[config.mk]
export PLATFORM = sky130hd
export DESIGN_NAME = pmss_core
export DESIGN_NICKNAME = d
export VERILOG_FILES = /design/src/design/pmss_pkg.sv /design/src/design/pmss_core.sv /design/src/design/pmss_skid.sv
export VERILOG_INCLUDE_DIRS = /design/src /design/src/design
export SDC_FILE = /design/constraint.sdc
export NUM_CORES = 1
export LEC_CHECK = 0
export ABC_AREA = 1
export BUFFER_PORTS_ARGS = -buffer_cell sky130_fd_sc_hd__clkbuf_2
export CORE_MARGIN = 2
export CORE_UTILIZATION = 46
export DETAILED_ROUTE_END_ITERATION = 16
export PLACE_DENSITY_LB_ADDON = 0.1
export SYNTH_ARGS = -nofsm -noshare
export SYNTH_HDL_FRONTEND = slang
export SYNTH_SLANG_ARGS = --single-unit
[constraint.sdc]
create_clock -name clk_in -period 3.6 [get_ports clk_in]
set_clock_uncertainty 0.1 [all_clocks]
set_input_delay 0.36 -clock clk_in [delete_from_list [all_inputs] [get_ports clk_in]]
set_output_delay 0.36 -clock clk_in [all_outputs]
set_load 0.02 [all_outputs]
[src/design/pmss_map.svh]
// Constants for the printer mode-report / print-halt command block
`ifndef PMSS_MAP_SVH
`define PMSS_MAP_SVH
`define PMSS_OP_MODE_REPORT 8'h1a
`define PMSS_OP_PRINT_HALT 8'h1b
`define PMSS_CDB_LEN 3'd6
`define PMSS_HDR_LEN 8'd4
`define PMSS_ALLOC_BYTE 3'd4
`define PMSS_KEEP_BYTE 3'd1
`define PMSS_KEEP_BIT 0
`define PMSS_POLICY_LSB 4
`define PMSS_POLICY_MAX 3'd1
`define PMSS_STAT_GOOD 8'h00
`define PMSS_STAT_CHECK 8'h02
`endif

[src/design/pmss_pkg.sv]
// Types for the printer mode-report / print-halt command block
`default_nettype none
package pmss_pkg;
    typedef enum logic [2:0] {
        PMSS_IDLE,
        PMSS_CDB,
        PMSS_EXEC,
        PMSS_DATA,
        PMSS_DRAIN,
        PMSS_STATUS
    } pmss_state_t;
endpackage : pmss_pkg
`default_nettype wire

[src/design/pmss_core.sv]
// Printer target: mode-report and print-halt command interpreter
`include "pmss_map.svh"
`default_nettype none
// How it works
// - Opcode 1Ah returns mode parameters to the initiator as DATA IN bytes.
// - Allocation length zero sends no bytes and ends with good status.
// - Nonzero length sends the smaller of allocation and available byte count.
// - Data starts with a four-byte header, then optional vendor bytes.
// - Header byte 0 counts bytes following it, not itself.
// - Policy zero holds print good status until data is physically printed.
// - Policy one gives print good status once data is buffered.
// - Policy values 2h to 7h are reserved and never given behaviour.
// - Opcode 1Bh halts printing in an orderly manner.
// - Keep bit zero discards the buffer; one keeps unprinted data.
// - Kept data may be recovered when recovery is supported.
// - Next print after a kept halt prints leftover data first.
// - The exact stop point after a halt is implementation specific.
module pmss_core #(
    parameter int VENDOR_BYTES = 0
) (
    input wire logic clk_in,
    input wire logic rst_n_in,
    // Command bytes from the initiator
    input wire logic [7:0] cdb_data_in,
    input wire logic cdb_valid_in,
    output logic cdb_ready_out,
    // DATA IN stream to the initiator
    output logic [7:0] din_data_out,
    output logic din_valid_out,
    input wire logic din_ready_in,
    output logic din_last_out,
    // Command completion
    output logic status_valid_out,
    output logic [7:0] status_out,
    input wire logic status_ready_in,
    // Print-acknowledge policy as set by mode-select
    input wire logic [2:0] policy_in,
    input wire logic [8*(VENDOR_BYTES+1)-1:0] vendor_bytes_in,
    // Print engine hooks
    output logic halt_out,
    output logic discard_out,
    output logic keep_out,
    output logic [2:0] policy_out,
    output logic print_ack_early_out
);
    // =====================================================================
    // Parameter checks
    // =====================================================================
    // Header plus vendor bytes must fit the one-byte length field
    if (VENDOR_BYTES < 0 || VENDOR_BYTES > 251) begin : g_bad_vendor
        $error("VENDOR_BYTES out of range");
    end

    // =====================================================================
    // Constants
    // =====================================================================
    localparam logic [7:0] AVAIL = 8'(`PMSS_HDR_LEN + VENDOR_BYTES);
    localparam logic [2:0] CDB_LAST = 3'(`PMSS_CDB_LEN - 3'd1);

    // =====================================================================
    // Functions
    // =====================================================================
    // smaller of allocation and available count
    function automatic logic [7:0] pmss_min8(
        input logic [7:0] a,
        input logic [7:0] b
    );
        logic [7:0] res;
        res = b;
        if (a < b) begin
            res = a;
        end
        return res;
    endfunction : pmss_min8

    // header bytes first, vendor bytes after
    function automatic logic [7:0] pmss_sense_byte(
        input logic [7:0] idx,
        input logic [2:0] pol,
        input logic [8*(VENDOR_BYTES+1)-1:0] vend
    );
        logic [7:0] res;
        int k;
        res = 8'h00;
        k = 0;
        case (idx)
            8'd0: begin
                res = AVAIL - 8'd1;
            end
            8'd1: begin
                res = 8'h00;
            end
            8'd2: begin
                // policy field read back as set
                res[`PMSS_POLICY_LSB +: 3] = pol;
            end
            8'd3: begin
                res = 8'h00;
            end
            default: begin
                k = int'(idx) - 4;
                res = vend[8*k +: 8];
            end
        endcase
        return res;
    endfunction : pmss_sense_byte

    // =====================================================================
    // Declarations
    // =====================================================================
    pmss_pkg::pmss_state_t state_ff;
    pmss_pkg::pmss_state_t nxt_state;
    logic [2:0] idx_ff;
    logic [2:0] nxt_idx;
    logic [7:0] op_ff;
    logic [7:0] nxt_op;
    logic [7:0] b1_ff;
    logic [7:0] nxt_b1;
    logic [7:0] alloc_ff;
    logic [7:0] nxt_alloc;
    logic [7:0] len_ff;
    logic [7:0] nxt_len;
    logic [7:0] stat_ff;
    logic [7:0] nxt_stat;
    logic [7:0] sent_ff;
    logic [7:0] nxt_sent;
    logic halt_ff;
    logic nxt_halt;
    logic discard_ff;
    logic nxt_discard;
    logic kept_ff;
    logic nxt_kept;
    logic [2:0] policy_ff;
    logic [2:0] nxt_policy;
    logic early_ff;
    logic nxt_early;
    logic cdb_take;
    logic buf_in_valid;
    logic buf_in_ready;
    logic buf_out_valid;
    logic [8:0] buf_in_data;
    logic [8:0] buf_out_data;
    logic buf_push;
    logic last_beat;

    // =====================================================================
    // Command intake
    // =====================================================================
    // Only one command at a time: intake closes until status is taken
    assign cdb_ready_out = (state_ff == pmss_pkg::PMSS_IDLE) ||
                           (state_ff == pmss_pkg::PMSS_CDB);
    assign cdb_take = cdb_valid_in && cdb_ready_out;

    // =====================================================================
    // Command state
    // =====================================================================
    always_comb begin
        nxt_state = state_ff;
        nxt_idx = idx_ff;
        nxt_op = op_ff;
        nxt_b1 = b1_ff;
        nxt_alloc = alloc_ff;
        nxt_len = len_ff;
        nxt_stat = stat_ff;
        nxt_halt = 1'b0;
        nxt_discard = 1'b0;
        nxt_kept = kept_ff;
        case (state_ff)
            pmss_pkg::PMSS_IDLE, pmss_pkg::PMSS_CDB: begin
                if (cdb_take) begin
                    if (idx_ff == 3'd0) begin
                        nxt_op = cdb_data_in;
                    end
                    if (idx_ff == `PMSS_KEEP_BYTE) begin
                        nxt_b1 = cdb_data_in;
                    end
                    if (idx_ff == `PMSS_ALLOC_BYTE) begin
                        nxt_alloc = cdb_data_in;
                    end
                    if (idx_ff == CDB_LAST) begin
                        nxt_idx = 3'd0;
                        nxt_state = pmss_pkg::PMSS_EXEC;
                    end else begin
                        nxt_idx = idx_ff + 3'd1;
                        nxt_state = pmss_pkg::PMSS_CDB;
                    end
                end
            end
            pmss_pkg::PMSS_EXEC: begin
                nxt_stat = `PMSS_STAT_GOOD;
                // mode report answered in DATA IN
                if (op_ff == `PMSS_OP_MODE_REPORT) begin
                    nxt_len = pmss_min8(alloc_ff, AVAIL);
                    if (alloc_ff == 8'h00) begin
                        nxt_state = pmss_pkg::PMSS_STATUS;
                    end else begin
                        nxt_state = pmss_pkg::PMSS_DATA;
                    end
                // halt request to the print engine
                end else if (op_ff == `PMSS_OP_PRINT_HALT) begin
                    nxt_halt = 1'b1;
                    // keep bit picks discard or keep
                    nxt_discard = !b1_ff[`PMSS_KEEP_BIT];
                    nxt_kept = b1_ff[`PMSS_KEEP_BIT];
                    nxt_state = pmss_pkg::PMSS_STATUS;
                end else begin
                    // Unknown opcodes are refused, nothing else moves
                    nxt_stat = `PMSS_STAT_CHECK;
                    nxt_state = pmss_pkg::PMSS_STATUS;
                end
            end
            pmss_pkg::PMSS_DATA: begin
                if (buf_push && last_beat) begin
                    nxt_state = pmss_pkg::PMSS_DRAIN;
                end
            end
            pmss_pkg::PMSS_DRAIN: begin
                // Status waits until the last byte has left the buffer
                if (!buf_out_valid) begin
                    nxt_state = pmss_pkg::PMSS_STATUS;
                end
            end
            pmss_pkg::PMSS_STATUS: begin
                if (status_ready_in) begin
                    nxt_state = pmss_pkg::PMSS_IDLE;
                end
            end
            default: begin
                nxt_state = pmss_pkg::PMSS_IDLE;
            end
        endcase
    end

    always_ff @(posedge clk_in) begin
        if (!rst_n_in) begin
            state_ff <= pmss_pkg::PMSS_IDLE;
            idx_ff <= 3'd0;
            op_ff <= 8'h00;
            b1_ff <= 8'h00;
            alloc_ff <= 8'h00;
            len_ff <= 8'h00;
            stat_ff <= 8'h00;
            halt_ff <= 1'b0;
            discard_ff <= 1'b0;
            kept_ff <= 1'b0;
        end else begin
            state_ff <= nxt_state;
            idx_ff <= nxt_idx;
            op_ff <= nxt_op;
            b1_ff <= nxt_b1;
            alloc_ff <= nxt_alloc;
            len_ff <= nxt_len;
            stat_ff <= nxt_stat;
            halt_ff <= nxt_halt;
            discard_ff <= nxt_discard;
            kept_ff <= nxt_kept;
        end
    end

    // =====================================================================
    // Mode report stream
    // =====================================================================
    assign buf_in_valid = (state_ff == pmss_pkg::PMSS_DATA);
    // last byte of the trimmed count
    assign last_beat = (sent_ff == len_ff - 8'd1);
    assign buf_in_data = {last_beat, pmss_sense_byte(sent_ff, policy_ff, vendor_bytes_in)};
    assign buf_push = buf_in_valid && buf_in_ready;

    always_comb begin
        nxt_sent = sent_ff;
        if (state_ff == pmss_pkg::PMSS_EXEC) begin
            nxt_sent = 8'h00;
        end else if (buf_push) begin
            nxt_sent = sent_ff + 8'd1;
        end
    end

    always_ff @(posedge clk_in) begin
        if (!rst_n_in) begin
            sent_ff <= 8'h00;
        end else begin
            sent_ff <= nxt_sent;
        end
    end

    // Buffer keeps a stalled byte; the last flag rides along
    pmss_skid #(
        .WIDTH(9)
    ) buf_u (
        .clk_in(clk_in),
        .rst_n_in(rst_n_in),
        .in_data_in(buf_in_data),
        .in_valid_in(buf_in_valid),
        .in_ready_out(buf_in_ready),
        .out_data_out(buf_out_data),
        .out_valid_out(buf_out_valid),
        .out_ready_in(din_ready_in)
    );

    assign din_data_out = buf_out_data[7:0];
    assign din_last_out = buf_out_data[8];
    assign din_valid_out = buf_out_valid;

    // =====================================================================
    // Acknowledge policy
    // =====================================================================
    always_comb begin
        nxt_policy = policy_in;
        // policy zero waits for physical print
        // reserved values get no behaviour of their own
        nxt_early = (policy_in == `PMSS_POLICY_MAX);
    end

    always_ff @(posedge clk_in) begin
        if (!rst_n_in) begin
            policy_ff <= 3'h0;
            early_ff <= 1'b0;
        end else begin
            policy_ff <= nxt_policy;
            early_ff <= nxt_early;
        end
    end

    // =====================================================================
    // Outputs
    // =====================================================================
    assign status_valid_out = (state_ff == pmss_pkg::PMSS_STATUS);
    assign status_out = stat_ff;
    // engine stops where it can; halt is a one-cycle request
    assign halt_out = halt_ff;
    assign discard_out = discard_ff;
    // kept data stays available for recovery
    // sticky flag tells the engine leftovers print first
    assign keep_out = kept_ff;
    assign policy_out = policy_ff;
    assign print_ack_early_out = early_ff;
endmodule : pmss_core
`default_nettype wire

[src/design/pmss_skid.sv]
// Two-entry buffer with valid/ready on both sides
`default_nettype none
module pmss_skid #(
    parameter int WIDTH = 8
) (
    input wire logic clk_in,
    input wire logic rst_n_in,
    input wire logic [WIDTH-1:0] in_data_in,
    input wire logic in_valid_in,
    output logic in_ready_out,
    output logic [WIDTH-1:0] out_data_out,
    output logic out_valid_out,
    input wire logic out_ready_in
);
    logic [WIDTH-1:0] mem_ff [2];
    logic [WIDTH-1:0] nxt_mem [2];
    logic rd_ff, wr_ff, nxt_rd, nxt_wr;
    logic [1:0] cnt_ff, nxt_cnt;
    logic push, pop;

    assign in_ready_out = (cnt_ff != 2'd2);
    assign out_valid_out = (cnt_ff != 2'd0);
    assign out_data_out = mem_ff[rd_ff];
    assign push = in_valid_in && in_ready_out;
    assign pop = out_valid_out && out_ready_in;

    always_comb begin
        nxt_mem = mem_ff;
        nxt_rd = rd_ff;
        nxt_wr = wr_ff;
        nxt_cnt = cnt_ff;
        if (push) begin
            nxt_mem[wr_ff] = in_data_in;
            nxt_wr = ~wr_ff;
        end
        if (pop) begin
            nxt_rd = ~rd_ff;
        end
        if (push && !pop) begin
            nxt_cnt = cnt_ff + 2'd1;
        end else if (pop && !push) begin
            nxt_cnt = cnt_ff - 2'd1;
        end
    end

    always_ff @(posedge clk_in) begin
        if (!rst_n_in) begin
            mem_ff[0] <= '0;
            mem_ff[1] <= '0;
            rd_ff <= 1'b0;
            wr_ff <= 1'b0;
            cnt_ff <= 2'd0;
        end else begin
            mem_ff <= nxt_mem;
            rd_ff <= nxt_rd;
            wr_ff <= nxt_wr;
            cnt_ff <= nxt_cnt;
        end
    end
endmodule : pmss_skid
`default_nettype wire

[After elaboration in Yosys (flattened, before gate mapping)]
Cells that the tools add are included.
Word-level totals
  bits in registers: 76
  bits of input ports: 24
Operators by class
  $add $sub $neg: 6
  $lt $le $gt $ge: 4
  equality and inequality tests: 20
  shift operators: 1
  multiplexer cells: 24
  bitwise logic cells: 8
  reductions and logical operators: 31
Operators by type and width (number)
  two-way mux 9 bit: 4
  two-way mux 3 bit: 7
  bitwise mux 18 bit: 1
  equality test 8 x 2 -> 1 bit, second input constant: 2
  equality test 8 x 5 -> 1 bit, second input constant: 2
  logical NOT 8 bit: 2
  case mux 3 bit (5 select lines): 1
  equality test 3 bit, second input constant: 4
  AND reduction 3 bit: 4
  indexed part select 8 x 12 -> 8 bit: 1
  two-way mux 2 bit: 5
  demux 9 bit (select 1 bit): 1
  equality test 3 x 1 -> 1 bit, second input constant: 3
  OR reduction 3 bit: 3
  subtractor 8 x 3 -> 9 bit, second input constant: 1
  adder 8 x 1 -> 8 bit, second input constant: 1
  equality test 8 x 1 -> 1 bit, second input constant: 1
  equality test 8 bit: 1
  less-than comparator 8 x 3 -> 1 bit, second input constant: 1
  two-way mux 8 bit: 1
  != test 2 bit, second input constant: 4
  case mux 4 bit (2 select lines): 1
  OR reduction 4 bit: 2
  subtractor 8 x 1 -> 8 bit, second input constant: 1
  other kinds (19): 40

[Depth between registers and ports, before layout]
Gate-level depths: netlist of run 1.
  depth after elaboration: 6
  depth in mapped cells: 15
  depth with buffers taken out: 15

[Cells and area by module]
From an unflattened synthesis of run 1, not the netlist that was laid out.
Second synthesis, totals
  cell total of the unflattened synthesis: 507
  area total of the unflattened synthesis: 3518.4 um^2
Modules (own cells, without submodules)
  pmss_core: times used 1, cells an instance 342, area each 2454.9 um^2, seq. area each 940.9 um^2
  pmss_skid: times used 1, cells an instance 165, area each 1063.5 um^2, seq. area each 440.4 um^2

[Worst setup path before layout of run 1]
No wires, ideal clock.
  path kind: register to register
  from: register sent_ff[0]
  to: register buf_u.mem_ff[0] in the netlist's numbering
  library setup time: 0.078 ns
  arrival: 1.617 ns
  required time: 3.422 ns
  slack: 1.806 ns
  cell stages (with the launch flop): 8
  path buffers: 0
  period minus slack after synthesis: 1.794 ns
  cells stage by stage: dfxtp_1 inv_2 ha_1 o41ai_2 nand3_1 nand2_1 inv_1 o22ai_1
Between the ends
  longest elaborated chain between the ends: 4
  elaborated cells between the ends (all ways): 9
  classes of those cells: add/sub: 1; eq/ne: 3; shift: 1; mux: 2; reduce/logical: 2
RTL lines
  start, declared: line pmss_core.sv:125  | logic [7:0] sent_ff;
  start signal, assigned: line pmss_core.sv:282  | sent_ff <= nxt_sent;
  subtractor 8 x 3 -> 9 bit, or another cell as far along: line pmss_core.sv:101  | k = int'(idx) - 4;
  indexed part select 8 x 12 -> 8 bit / OR reduction 3 bit (equally long branches)
  case mux 4 bit (2 select lines) (*): line pmss_core.sv:86  | case (idx)
  bitwise mux 18 bit (*): line pmss_skid.sv:33  | nxt_mem[wr_ff] = in_data_in;
  end signal, assigned: line pmss_skid.sv:54  | mem_ff <= nxt_mem;
  end, declared: line pmss_skid.sv:15  | logic [WIDTH-1:0] mem_ff [2];
Every way passes the cells marked *; elsewhere a longest branch is shown, timed or not.
A chain may end at the register's enable or synchronous reset.

[Worst setup path after layout of run 1]
  from: register buf_u.rd_ff
  to: output din_last_out
Between the ends
  longest elaborated chain between the ends: 4
RTL lines
  start, declared: line pmss_skid.sv:17  | logic rd_ff, wr_ff, nxt_rd, nxt_wr;
  start signal, assigned: line pmss_skid.sv:55  | rd_ff <= nxt_rd;
  inverter 1 -> 2 bit (implied by the code): line pmss_skid.sv:23  | assign out_data_out = mem_ff[rd_ff];
  two-way mux 9 bit (implied by the code) (3 in series): line pmss_skid.sv:23
  end, declared: line pmss_core.sv:31  | output logic din_last_out,
Every way passes these cells. The select of a mux whose other input is x is not followed.

==> results of run 1 <==
[state kept, by name, indices dropped and copies added (netlist names), 3 cells and up]
register,count
policy_out,3
len_ff,8
idx_ff,3
alloc_ff,8
op_ff,8
sent_ff,8
state_ff,3
buf_u.mem_ff,18
[power groups by stage]
stage	registers, uW	logic, uW	clock network, uW
2_1_floorplan	813	85.3	0
3_3_place_gp	815	113	0
3_5_place_dp	816	115	0
4_1_cts	798	115	793
5_1_grt	800	132	822
6_report	798	115	781
[critical path, cell delays in order, from the launching register on]
cell      delay (ns)
dfxtp_1         0.52
clkinv_1        0.31
o21ai_0         0.31
clkbuf_2        0.22
[area by class of cell]
| class | instances | area, um2 |
|---|---|---|
| fill | 698 | 3030 |
| inverter | 88 | 332 |
| sequential | 69 | 1380 |
| clock inverter | 5 | 106 |
| timing repair buffer | 43 | 215 |
| tap | 96 | 120 |
| clock buffer | 11 | 141 |
| multi-input combinational | 306 | 1510 |
[stage by stage]
stage	total power, uW	std cells	worst slack (ns)	instance area [um2]
after CTS	1710	618	1.44	3800
after detailed placement	931	602	1.49	3550
after global routing	1750	618	1.23	3800
after global placement	928	602	1.50	3550
final	1690	618	1.46	3800
after floorplan	899	478	1.81	3300
[cells by family after synthesis]
| kind of cell | count (synthesis) | synth area share |
|---|---|---|
| simple gates | 197 | 0.264 |
| xor+xnor | 3 | 0.00801 |
| other cells | 1 | 0.00114 |
| flops | 69 | 0.421 |
| fa+ha+maj | 6 | 0.0229 |
| buf+inv | 103 | 0.127 |
| compound gates | 93 | 0.156 |
[worst max path at each step]
| stage | startpoint | end | slack, ns | depth (start not counted) |
|---|---|---|---|---|
| after floorplan | sent_ff[0]$_SDFFE_PP0P_ | buf_u.mem_ff[0]$_SDFFE_PN0P_ | 1.81 | 7 |
| after global placement | sent_ff[0]$_SDFFE_PP0P_ | buf_u.mem_ff[4]$_SDFFE_PN0P_ | 1.50 | 7 |
| after detailed placement | sent_ff[0]$_SDFFE_PP0P_ | buf_u.mem_ff[4]$_SDFFE_PN0P_ | 1.49 | 7 |
| after CTS | buf_u.rd_ff$_SDFFE_PN0P_ | din_last_out | 1.44 | 3 |
| after global routing | sent_ff[0]$_SDFFE_PP0P_ | buf_u.mem_ff[5]$_SDFFE_PN0P_ | 1.23 | 7 |
| final | buf_u.rd_ff$_SDFFE_PN0P_ | din_last_out | 1.46 | 3 |
[metal layers]
layer | vias up | track usage | routed length (um)
met2 | 64 | 0.316 | 3320
met4 | 0 | 0.0882 | 147
li1 | 1584 | - | -
met3 | 14 | 0.0401 | 279
met1 | 1295 | 0.242 | 3310
met5 | - | 0 | 0
[placed cells by master, fill, tap and decap left out, types with 2 or more instances in the layout]
master / n
nor2_2: 2
o21ai_1: 12
clkinv_1: 4
nor3_2: 4
clkbuf_8: 10
a21oi_1: 29
inv_1: 69
xor2_1: 2
bufinv_16: 3
o21ai_0: 36
o22ai_1: 10
nand4_1: 4
inv_2: 14
ha_1: 6
nor4_1: 3
nand2_1: 82
or2_1: 2
clkbuf_2: 43
nor3_1: 7
nor2_4: 2
nand3_1: 27
nor2_1: 61
dfxtp_1: 69
conb_1: 7
==> flow_summary.toml, run 1 <==
[outcome]
status = "finished clean"

[place]
dp_hpwl_um = 5210
globalplace.congestion = 0.862
portBuffers = 43

[floorplan]
rows = 30
die_y_um = 88.4
core_area_um2 = 6830
die_x_um = 88.4
pin_count = 51
die-area_um2 = 7820
start_util = 0.480

[route]
vias = 2957
first_pass_iters = 4
via_per_inst = 4.78
wl_um = 7050
drtAntennaViolNets = 0
dr.first_iter.drc_count = 107
route.detailed.drc = 0
wl_per_cell_um = 11.4

[timing]
period_share = 0.596
slew_headroom = 0.481
hold_slack_ns = 0.124
setup_viol = 0
maxSlewViolCount = 0
hold_viol = 0
tightest_slew_ns = 0.770
fmax_mhz = 466
period_needed_ns = 2.14
tns_ns = 0
rsz0062_at_grt = "false"

[synthesis]
synth_enable_flop_cells = 0
netlist_top_cells_count = "82 x nand2_1, 69 x dfxtp_1, 69 x inv_1"
synthTopCellsByArea = "dfxtp_1 42%, nand2_1 9.4%, inv_1 7.9%"
synth_seq_cells = 69
syn_inst = 472
synth_top_area_frac = 0.421
synth_top_cell_by_area = "dfxtp_1"
ys_warn_count = 0
synth_cell_types = 35
syn_area_um2 = 3280
yosysSeqAreaShare = 0.421
synth_most_common_cell = "nand2_1"
async_flop_share = 0
avgSynthCellArea_um2 = 6.95
synth_ff_type = "dfxtp_1"

[global_route]
track_usage = 0.192
grt_pass1_vias = 2715
grt_max_degree = 44
overflow = 0
grt_pass1_wl_um = 12000
antenna_found_initial = 0

[clock_network]
htree_levels = 3
ctsLongestPathBuffers = 2
cts_buffers = 9
insertion_delay_ns = 0.34
numClockSinks = 69
root_buffer = "clkbuf_8"
cts_setup_buffers = 0
clk_pin_slew_ns = 0.08
hold_buffers = 0
cts_tree = "done"
cts.repair.resized = 0

[min_path]
holdPathEnd = "print_ack_early_out$_SDFF_PN0_"
hp-class = "in -> reg"
hold_start = "policy_in[1]"
min_path_cells = 2

[power]
netSwitchingFraction = 0.232
p_clk_frac = 0.461
intPower_uw = 1300
combPwrFrac = 0.068
peakVddDrop_mv = 0.282
power.density_nw_per_um2 = 446
netSwitchingPower_uw = 393
p_leak_uw = 0.00179
p_seq_frac = 0.471

[cells_and_area]
diodes = 0
drive_gt1_frac = 0.165
fin_util = 0.556
fin_nets = 547
area_delta_synth_final_pct = 15.9

[setup_path]
crit_path_start_kind = "register"
critPathKind = "reg -> out"
required_ns = 3.14
rrSetupSlack_ns = 1.46
rr_endpoint = "buf_u.mem_ff[5]$_SDFFE_PN0P_"
endpoint_kind = "output port"
reg2regPathDepth = 7
cp_max_fo = 11
critPathArrivalTime_ns = 1.68
r2r-start = "sent_ff[0]$_SDFFE_PP0P_"

[job]
maxCapViolations = 0
No activity file was read; power rests on OpenSTA's default activity.
==> run 2, diff against run 1 <==
--- a/config.mk
+++ b/config.mk
@@ -6,7 +6,7 @@
 export SDC_FILE = /design/constraint.sdc
 export NUM_CORES = 1
 export LEC_CHECK = 0
-export ABC_AREA = 1
+export ABC_AREA = 0
 export BUFFER_PORTS_ARGS = -buffer_cell sky130_fd_sc_hd__clkbuf_2
 export CORE_MARGIN = 2
 export CORE_UTILIZATION = 46
==> constraint.sdc (replaced) <==
create_clock -name clk_in -period 2.1 [get_ports clk_in]
set_clock_uncertainty 0.1 [all_clocks]
set_input_delay 0.21 -clock clk_in [delete_from_list [all_inputs] [get_ports clk_in]]
set_output_delay 0.21 -clock clk_in [all_outputs]
set_load 0.02 [all_outputs]
==> run 2 against run 1 <==
Net effect:
- die area grew 0.18%
- setup slack lost 1.4 ns
- sequential cell count did not move
- synthesized area rose by 0.19%
- via count shrank 4.4%
- sequential power is 69% higher
- global-route usage rose by 0.35 points
- register-to-register slack got worse by 1.4 ns
- core utilization grew 5.1 points
- highest routed layer unchanged
- non-clock buffer count up 41
- critical endpoint is now buf_u.mem_ff[15]$_SDFFE_PN0P_
- count of clock-buffer cells in the layout down 1
==> flow_summary.toml, run 2 <==
[outcome]
status = "finished clean"

[global_route]
antenna_found_initial = 0
grt_max_degree = 24
grt_pass1_wl_um = 12100
overflow = 0
grt_pass1_vias = 2705
track_usage = 0.196

[timing]
slew_headroom = 0.610
setup_ws_ns = 0.0227
rsz0062_at_grt = "true"
setup_viol = 0
maxSlewViolCount = 0
hold_viol = 0
tightest_slew_ns = 0.579
period_share = 0.989
tns_ns = 0
period_needed_ns = 2.08
fmax_mhz = 481

[floorplan]
start_util = 0.478
die-area_um2 = 7830
die_x_um = 88.5
core_area_um2 = 6870
pin_count = 51
die_y_um = 88.5
rows = 30

[route]
wl_per_cell_um = 13.7
drtAntennaViolNets = 0
vias = 2828
via_per_inst = 5.17
wl_um = 7470
route.detailed.drc = 0
first_pass_iters = 4
dr.first_iter.drc_count = 107

[synthesis]
synth_compound_area_frac = 0.169
syn_area_um2 = 3290
synthTopCellsByArea = "dfxtp_1 42%, a21boi_0 6.9%, nand2_1 6.2%"
synth_top_area_frac = 0.420
synth_seq_cells = 69
avgSynthCellArea_um2 = 8.88
synthAdderAreaFrac = 0.0228
netlist_top_cells_count = "69 x dfxtp_1, 54 x nand2_1, 30 x a21boi_0"
synth_ff_type = "dfxtp_1"
synth_top_family_by_area = "simple AND/OR/NAND/NOR gates"
synth-simple-area-share = 0.249
synth_mux_area_frac = 0.0369
yosysSeqAreaShare = 0.420
synth_most_common_cell = "dfxtp_1"
synth_cell_types = 54
ys_warn_count = 0
async_flop_share = 0
synth_top_cell_by_area = "dfxtp_1"
syn_inst = 370
synth_enable_flop_cells = 0
synth_xor_area_frac = 0.0533

[clock_network]
numClockSinks = 69
cts_tree = "done"
clk_pin_slew_ns = 0.08
ctsLongestPathBuffers = 2
cts_buffers = 9
htree_levels = 3
root_buffer = "clkbuf_8"
insertion_delay_ns = 0.34

[job]
maxCapViolations = 0

[min_path]
min_path_cells = 3
hp-class = "in -> reg"

[cells_and_area]
multi_input_area_um2 = 1850
fin_area_um2 = 4180
area_delta_synth_final_pct = 27.1
fin_nets = 476
layout_commonest_cell = "dfxtp_1"
diodes = 0
drive_gt1_frac = 0.279
regArea_um2 = 1390
regMostFlops = "buf_u.mem_ff"
fillers = 607
largest_reg_flops = 18
final_cell_mix = "67 x dfxtp_1, 54 x nand2_1, 43 x clkbuf_2, 34 x buf_4"

[setup_path]
crit_path_start_kind = "register"
critPathKind = "reg -> reg"
crit_path_max_incr_delay_ns = 0.49
required_ns = 2.29
cp_cell_sequence = "buf_12, ha_2, or4_4, a211oi_4, buf_6, a32oi_1, nand2_1, o211a_1"
critPathArrivalTime_ns = 2.26
endpoint_kind = "register"
critPathSlowestCell = "or4_4"
cp_max_fo = 6
reg2regPathDepth = 8

[place]
dpl_cell_area_um2 = 3770
dp_hpwl_um = 5260
globalplace.congestion = 0.843
place_ws_ns = 0.0242
portBuffers = 43

[power]
power.total_uw = 2840
p_leak_uw = 0.00185
power.density_nw_per_um2 = 679
peakVddDrop_mv = 0.470
[run 2: changes by cell type in the layout (fill, tap and decap cells not counted), sizes merged, moves of 23 or more]
| cell | delta |
|---|---|
| nor2 | -46 |
| a21oi | -23 |
| o21ai | -42 |
| inv | -79 |
| nand2 | -29 |
| a21boi | +30 |
| buf | +37 |
[run 2: critical path: cells and delay by family, from the launching register on]
kind / cells / cell delay, ns
AO/OA/AOI/OAI: 3 / 0.51
adder cells (fa/ha/maj): 1 / 0.16
buffers and inverters: 2 / 0.31
flip-flops: 1 / 0.37
AND/OR/NAND/NOR: 2 / 0.58
[run 2: per-layer routing]
layer | GRT usage | part of all wire
met1 | 0.273 | 0.50
met2 | 0.302 | 0.45
met3 | 0.0354 | 0.036
met4 | 0.0730 | 0.012
met5 | 0 | 0
[run 2: worst paths after layout]
path / startpoint / endpoint / slack, ns
max: sent_ff[0]$_SDFFE_PP0P_ / buf_u.mem_ff[15]$_SDFFE_PN0P_ / 0.02
min reg2reg: op_ff[1]$_SDFFE_PN0P_ / op_ff[1]$_SDFFE_PN0P_ / 0.36
max reg2reg: sent_ff[0]$_SDFFE_PP0P_ / buf_u.mem_ff[15]$_SDFFE_PN0P_ / 0.02
min: vendor_bytes_in[7] / buf_u.mem_ff[7]$_SDFFE_PN0P_ / 0.02
[run 2: kinds of logic after synthesis]
| group | after synthesis |
|---|---|
| flip-flops | 69 |
| adder cells (fa/ha/maj) | 6 |
| buffers and inverters | 30 |
| XOR/XNOR | 20 |
| AND/OR/NAND/NOR | 160 |
| other | 1 |
| AO/OA/AOI/OAI | 73 |
| multiplexers | 11 |
[run 2: final cells by class]
| type | instances | area share |
|---|---|---|
| multi-input cells | 277 | 0.442 |
| flip-flops and latches | 69 | 0.332 |
| repair buffers | 84 | 0.132 |
| clock buffers | 10 | 0.0330 |
| well taps | 96 | 0.0288 |
| clock inverters | 6 | 0.0264 |
| inverters | 5 | 0.00509 |
[run 2: through the flow]
step           cells  utilization  hold slack [ns]
2_1_floorplan    376            -            0.185
3_3_place_gp     522        0.548            0.288
3_5_place_dp     522        0.548            0.296
4_1_cts          542        0.590           0.0156
5_1_grt          547        0.608           0.0329
6_report         547        0.608           0.0189
[run 2: repair_timing]
item                                    in CTS  in global routing
hold buffers                                 4                  0
setup buffers                                0                  4
resized for setup                            0                 21
endpoints found under the hold margin        4                  0
endpoints found under the setup margin       0                 20
[run 2: power breakdown]
| group | switching, uW | internal (uW) |
|---|---|---|
| sequential | 17.8 | 1330 |
| combinational | 94.6 | 68.5 |
| clock | 508 | 819 |
| total | 620 | 2220 |
==> run 3, diff against run 2 <==
==> constraint.sdc (replaced) <==
create_clock -name clk_in -period 2.1 [get_ports clk_in]
set_clock_uncertainty 0.1 [all_clocks]
set_input_delay 0.42 -clock clk_in [delete_from_list [all_inputs] [get_ports clk_in]]
set_output_delay 0.42 -clock clk_in [all_outputs]
set_load 0.02 [all_outputs]
==> run 3 against run 2 <==
Net effect:
- global-route usage down 0.53 points
- clock power up 18%
- critical path depth unchanged
- largest power group is now clock
- register-to-register slack about the same
- combinational power about the same
- core utilization up 0.15 points
- hold slack better by 0.12 ns
- design area up 0.24%
==> flow_summary.toml, run 3 (synthesis gave the netlist of run 2 again) <==
[outcome]
status = "finished clean"

[min_path]
hold_start = "policy_in[2]"
min_path_cells = 2
holdPathEnd = "print_ack_early_out$_SDFF_PN0_"
hp-class = "in -> reg"

[cells_and_area]
multi_input_area_um2 = 1850
final_cell_mix = "64 x dfxtp_1, 54 x nand2_1, 43 x clkbuf_2, 32 x buf_4, 29 x nand3_1"
fillers = 607
layout_commonest_cell = "dfxtp_1"
drive_gt1_frac = 0.291
largest_reg_flops = 18
fin_nets = 471
area_delta_synth_final_pct = 27.4
regArea_um2 = 1390
regMostFlops = "buf_u.mem_ff"
fin_area_um2 = 4190
diodes = 0

[place]
portBuffers = 43
dpl_cell_area_um2 = 3780
place_ws_ns = 0.0227
dp_hpwl_um = 5170
globalplace.congestion = 0.846

[setup_path]
cp_max_fo = 6
endpoint_kind = "register"
critPathArrivalTime_ns = 2.28
rr_endpoint = "buf_u.mem_ff[13]$_SDFFE_PN0P_"
required_ns = 2.30
critPathKind = "reg -> reg"
rrSetupSlack_ns = 0.02
reg2regPathDepth = 8
crit_path_start_kind = "register"
r2r-start = "sent_ff[0]$_SDFFE_PP0P_"

[global_route]
grt_max_degree = 23
grt_pass1_vias = 2486
overflow = 0
antenna_found_initial = 0
grt_pass1_wl_um = 11500
track_usage = 0.190

[clock_network]
insertion_delay_ns = 0.35
cts_buffers = 9
htree_levels = 3
cts_tree = "done"
root_buffer = "clkbuf_8"
numClockSinks = 69
ctsLongestPathBuffers = 2
clk_pin_slew_ns = 0.08

[route]
drtAntennaViolNets = 0
vias = 2770
dr.first_iter.drc_count = 106
route.detailed.drc = 0
wl_per_cell_um = 13.2
first_pass_iters = 4
wl_um = 7170
via_per_inst = 5.11

[floorplan]
die_x_um = 88.5
core_area_um2 = 6870
rows = 30
die-area_um2 = 7830
start_util = 0.478
die_y_um = 88.5
pin_count = 51

[timing]
rsz0062_at_grt = "true"
setup_viol = 0
period_share = 0.989
setup_ws_ns = 0.0235
hold_viol = 0
tns_ns = 0
slew_headroom = 0.617
fmax_mhz = 482
maxSlewViolCount = 0
tightest_slew_ns = 0.570
period_needed_ns = 2.08

[power]
intPower_uw = 2460
combPwrFrac = 0.052
p_clk_frac = 0.511
netSwitchingFraction = 0.202
netSwitchingPower_uw = 622
peakVddDrop_mv = 0.402
power.density_nw_per_um2 = 736
p_leak_uw = 0.00185
p_seq_frac = 0.438

[job]
maxCapViolations = 0
==> run 3: how the worst max path moves through the flow <==
stage                        startpoint                             to  slack (ns)  cells past startpoint
6_report        sent_ff[0]$_SDFFE_PP0P_  buf_u.mem_ff[13]$_SDFFE_PN0P_        0.02                      8
5_1_grt         sent_ff[0]$_SDFFE_PP0P_   buf_u.mem_ff[6]$_SDFFE_PN0P_       -0.06                      8
2_1_floorplan  state_ff[2]$_SDFFE_PN0P_   buf_u.cnt_ff[1]$_SDFFE_PN0P_       0.006                      7
3_5_place_dp    sent_ff[0]$_SDFFE_PP0P_  buf_u.mem_ff[13]$_SDFFE_PN0P_        0.02                      8
4_1_cts        buf_u.rd_ff$_SDFFE_PN0P_                   din_last_out       0.003                      2
3_3_place_gp    sent_ff[0]$_SDFFE_PP0P_  buf_u.mem_ff[14]$_SDFFE_PN0P_        0.05                      8
==> run 3: timing repair <==
action | CTS | global route
setup endpoints to repair | 0 | 29
hold buffers | 0 | 0
gates resized for setup | 0 | 25
setup buffers | 0 | 1
==> run 3: routing by layer <==
metal  part of all wire  up-vias  GRT usage
met5                  0        -          0
met4              0.018        0     0.0882
met3              0.036       12     0.0373
met2               0.44       42      0.275
met1               0.50     1282      0.273
li1                   -     1434          -
==> run 3: area by class of cell <==
class | instances | share of cell area
clock buffer | 10 | 0.0329
tap | 96 | 0.0287
inverter | 5 | 0.00448
sequential | 69 | 0.332
multi-input combinational | 277 | 0.442
timing repair buffer | 79 | 0.122
clock inverter | 6 | 0.0377
==> run 3: power groups by stage <==
stage	Combinational, uW	Sequential, uW	Clock [uW]
3_5_place_dp	159	1380	0
6_report	160	1350	1570
5_1_grt	179	1350	1670
3_3_place_gp	158	1380	0
4_1_cts	159	1350	1600
2_1_floorplan	105	1380	0
==> run 3: metrics by stage <==
stage                util  power, uW  instances  hold WS (ns)
finish              0.609       3080        542         0.139
global route        0.609       3200        542         0.119
global placement    0.551       1540        524         0.349
detailed placement  0.551       1540        524         0.356
floorplan               -       1480        376         0.313
CTS                 0.594       3100        540         0.122
==> run 3: worst max-delay path, stage by stage, from the launching register on <==
cell and delay [ns]:
dfxtp_4 0.36, buf_12 0.13, ha_1 0.20, or4_4 0.50, a211oi_4 0.28, buf_6 0.18
a32oi_2 0.07, nand2_1 0.08, o211a_1 0.13
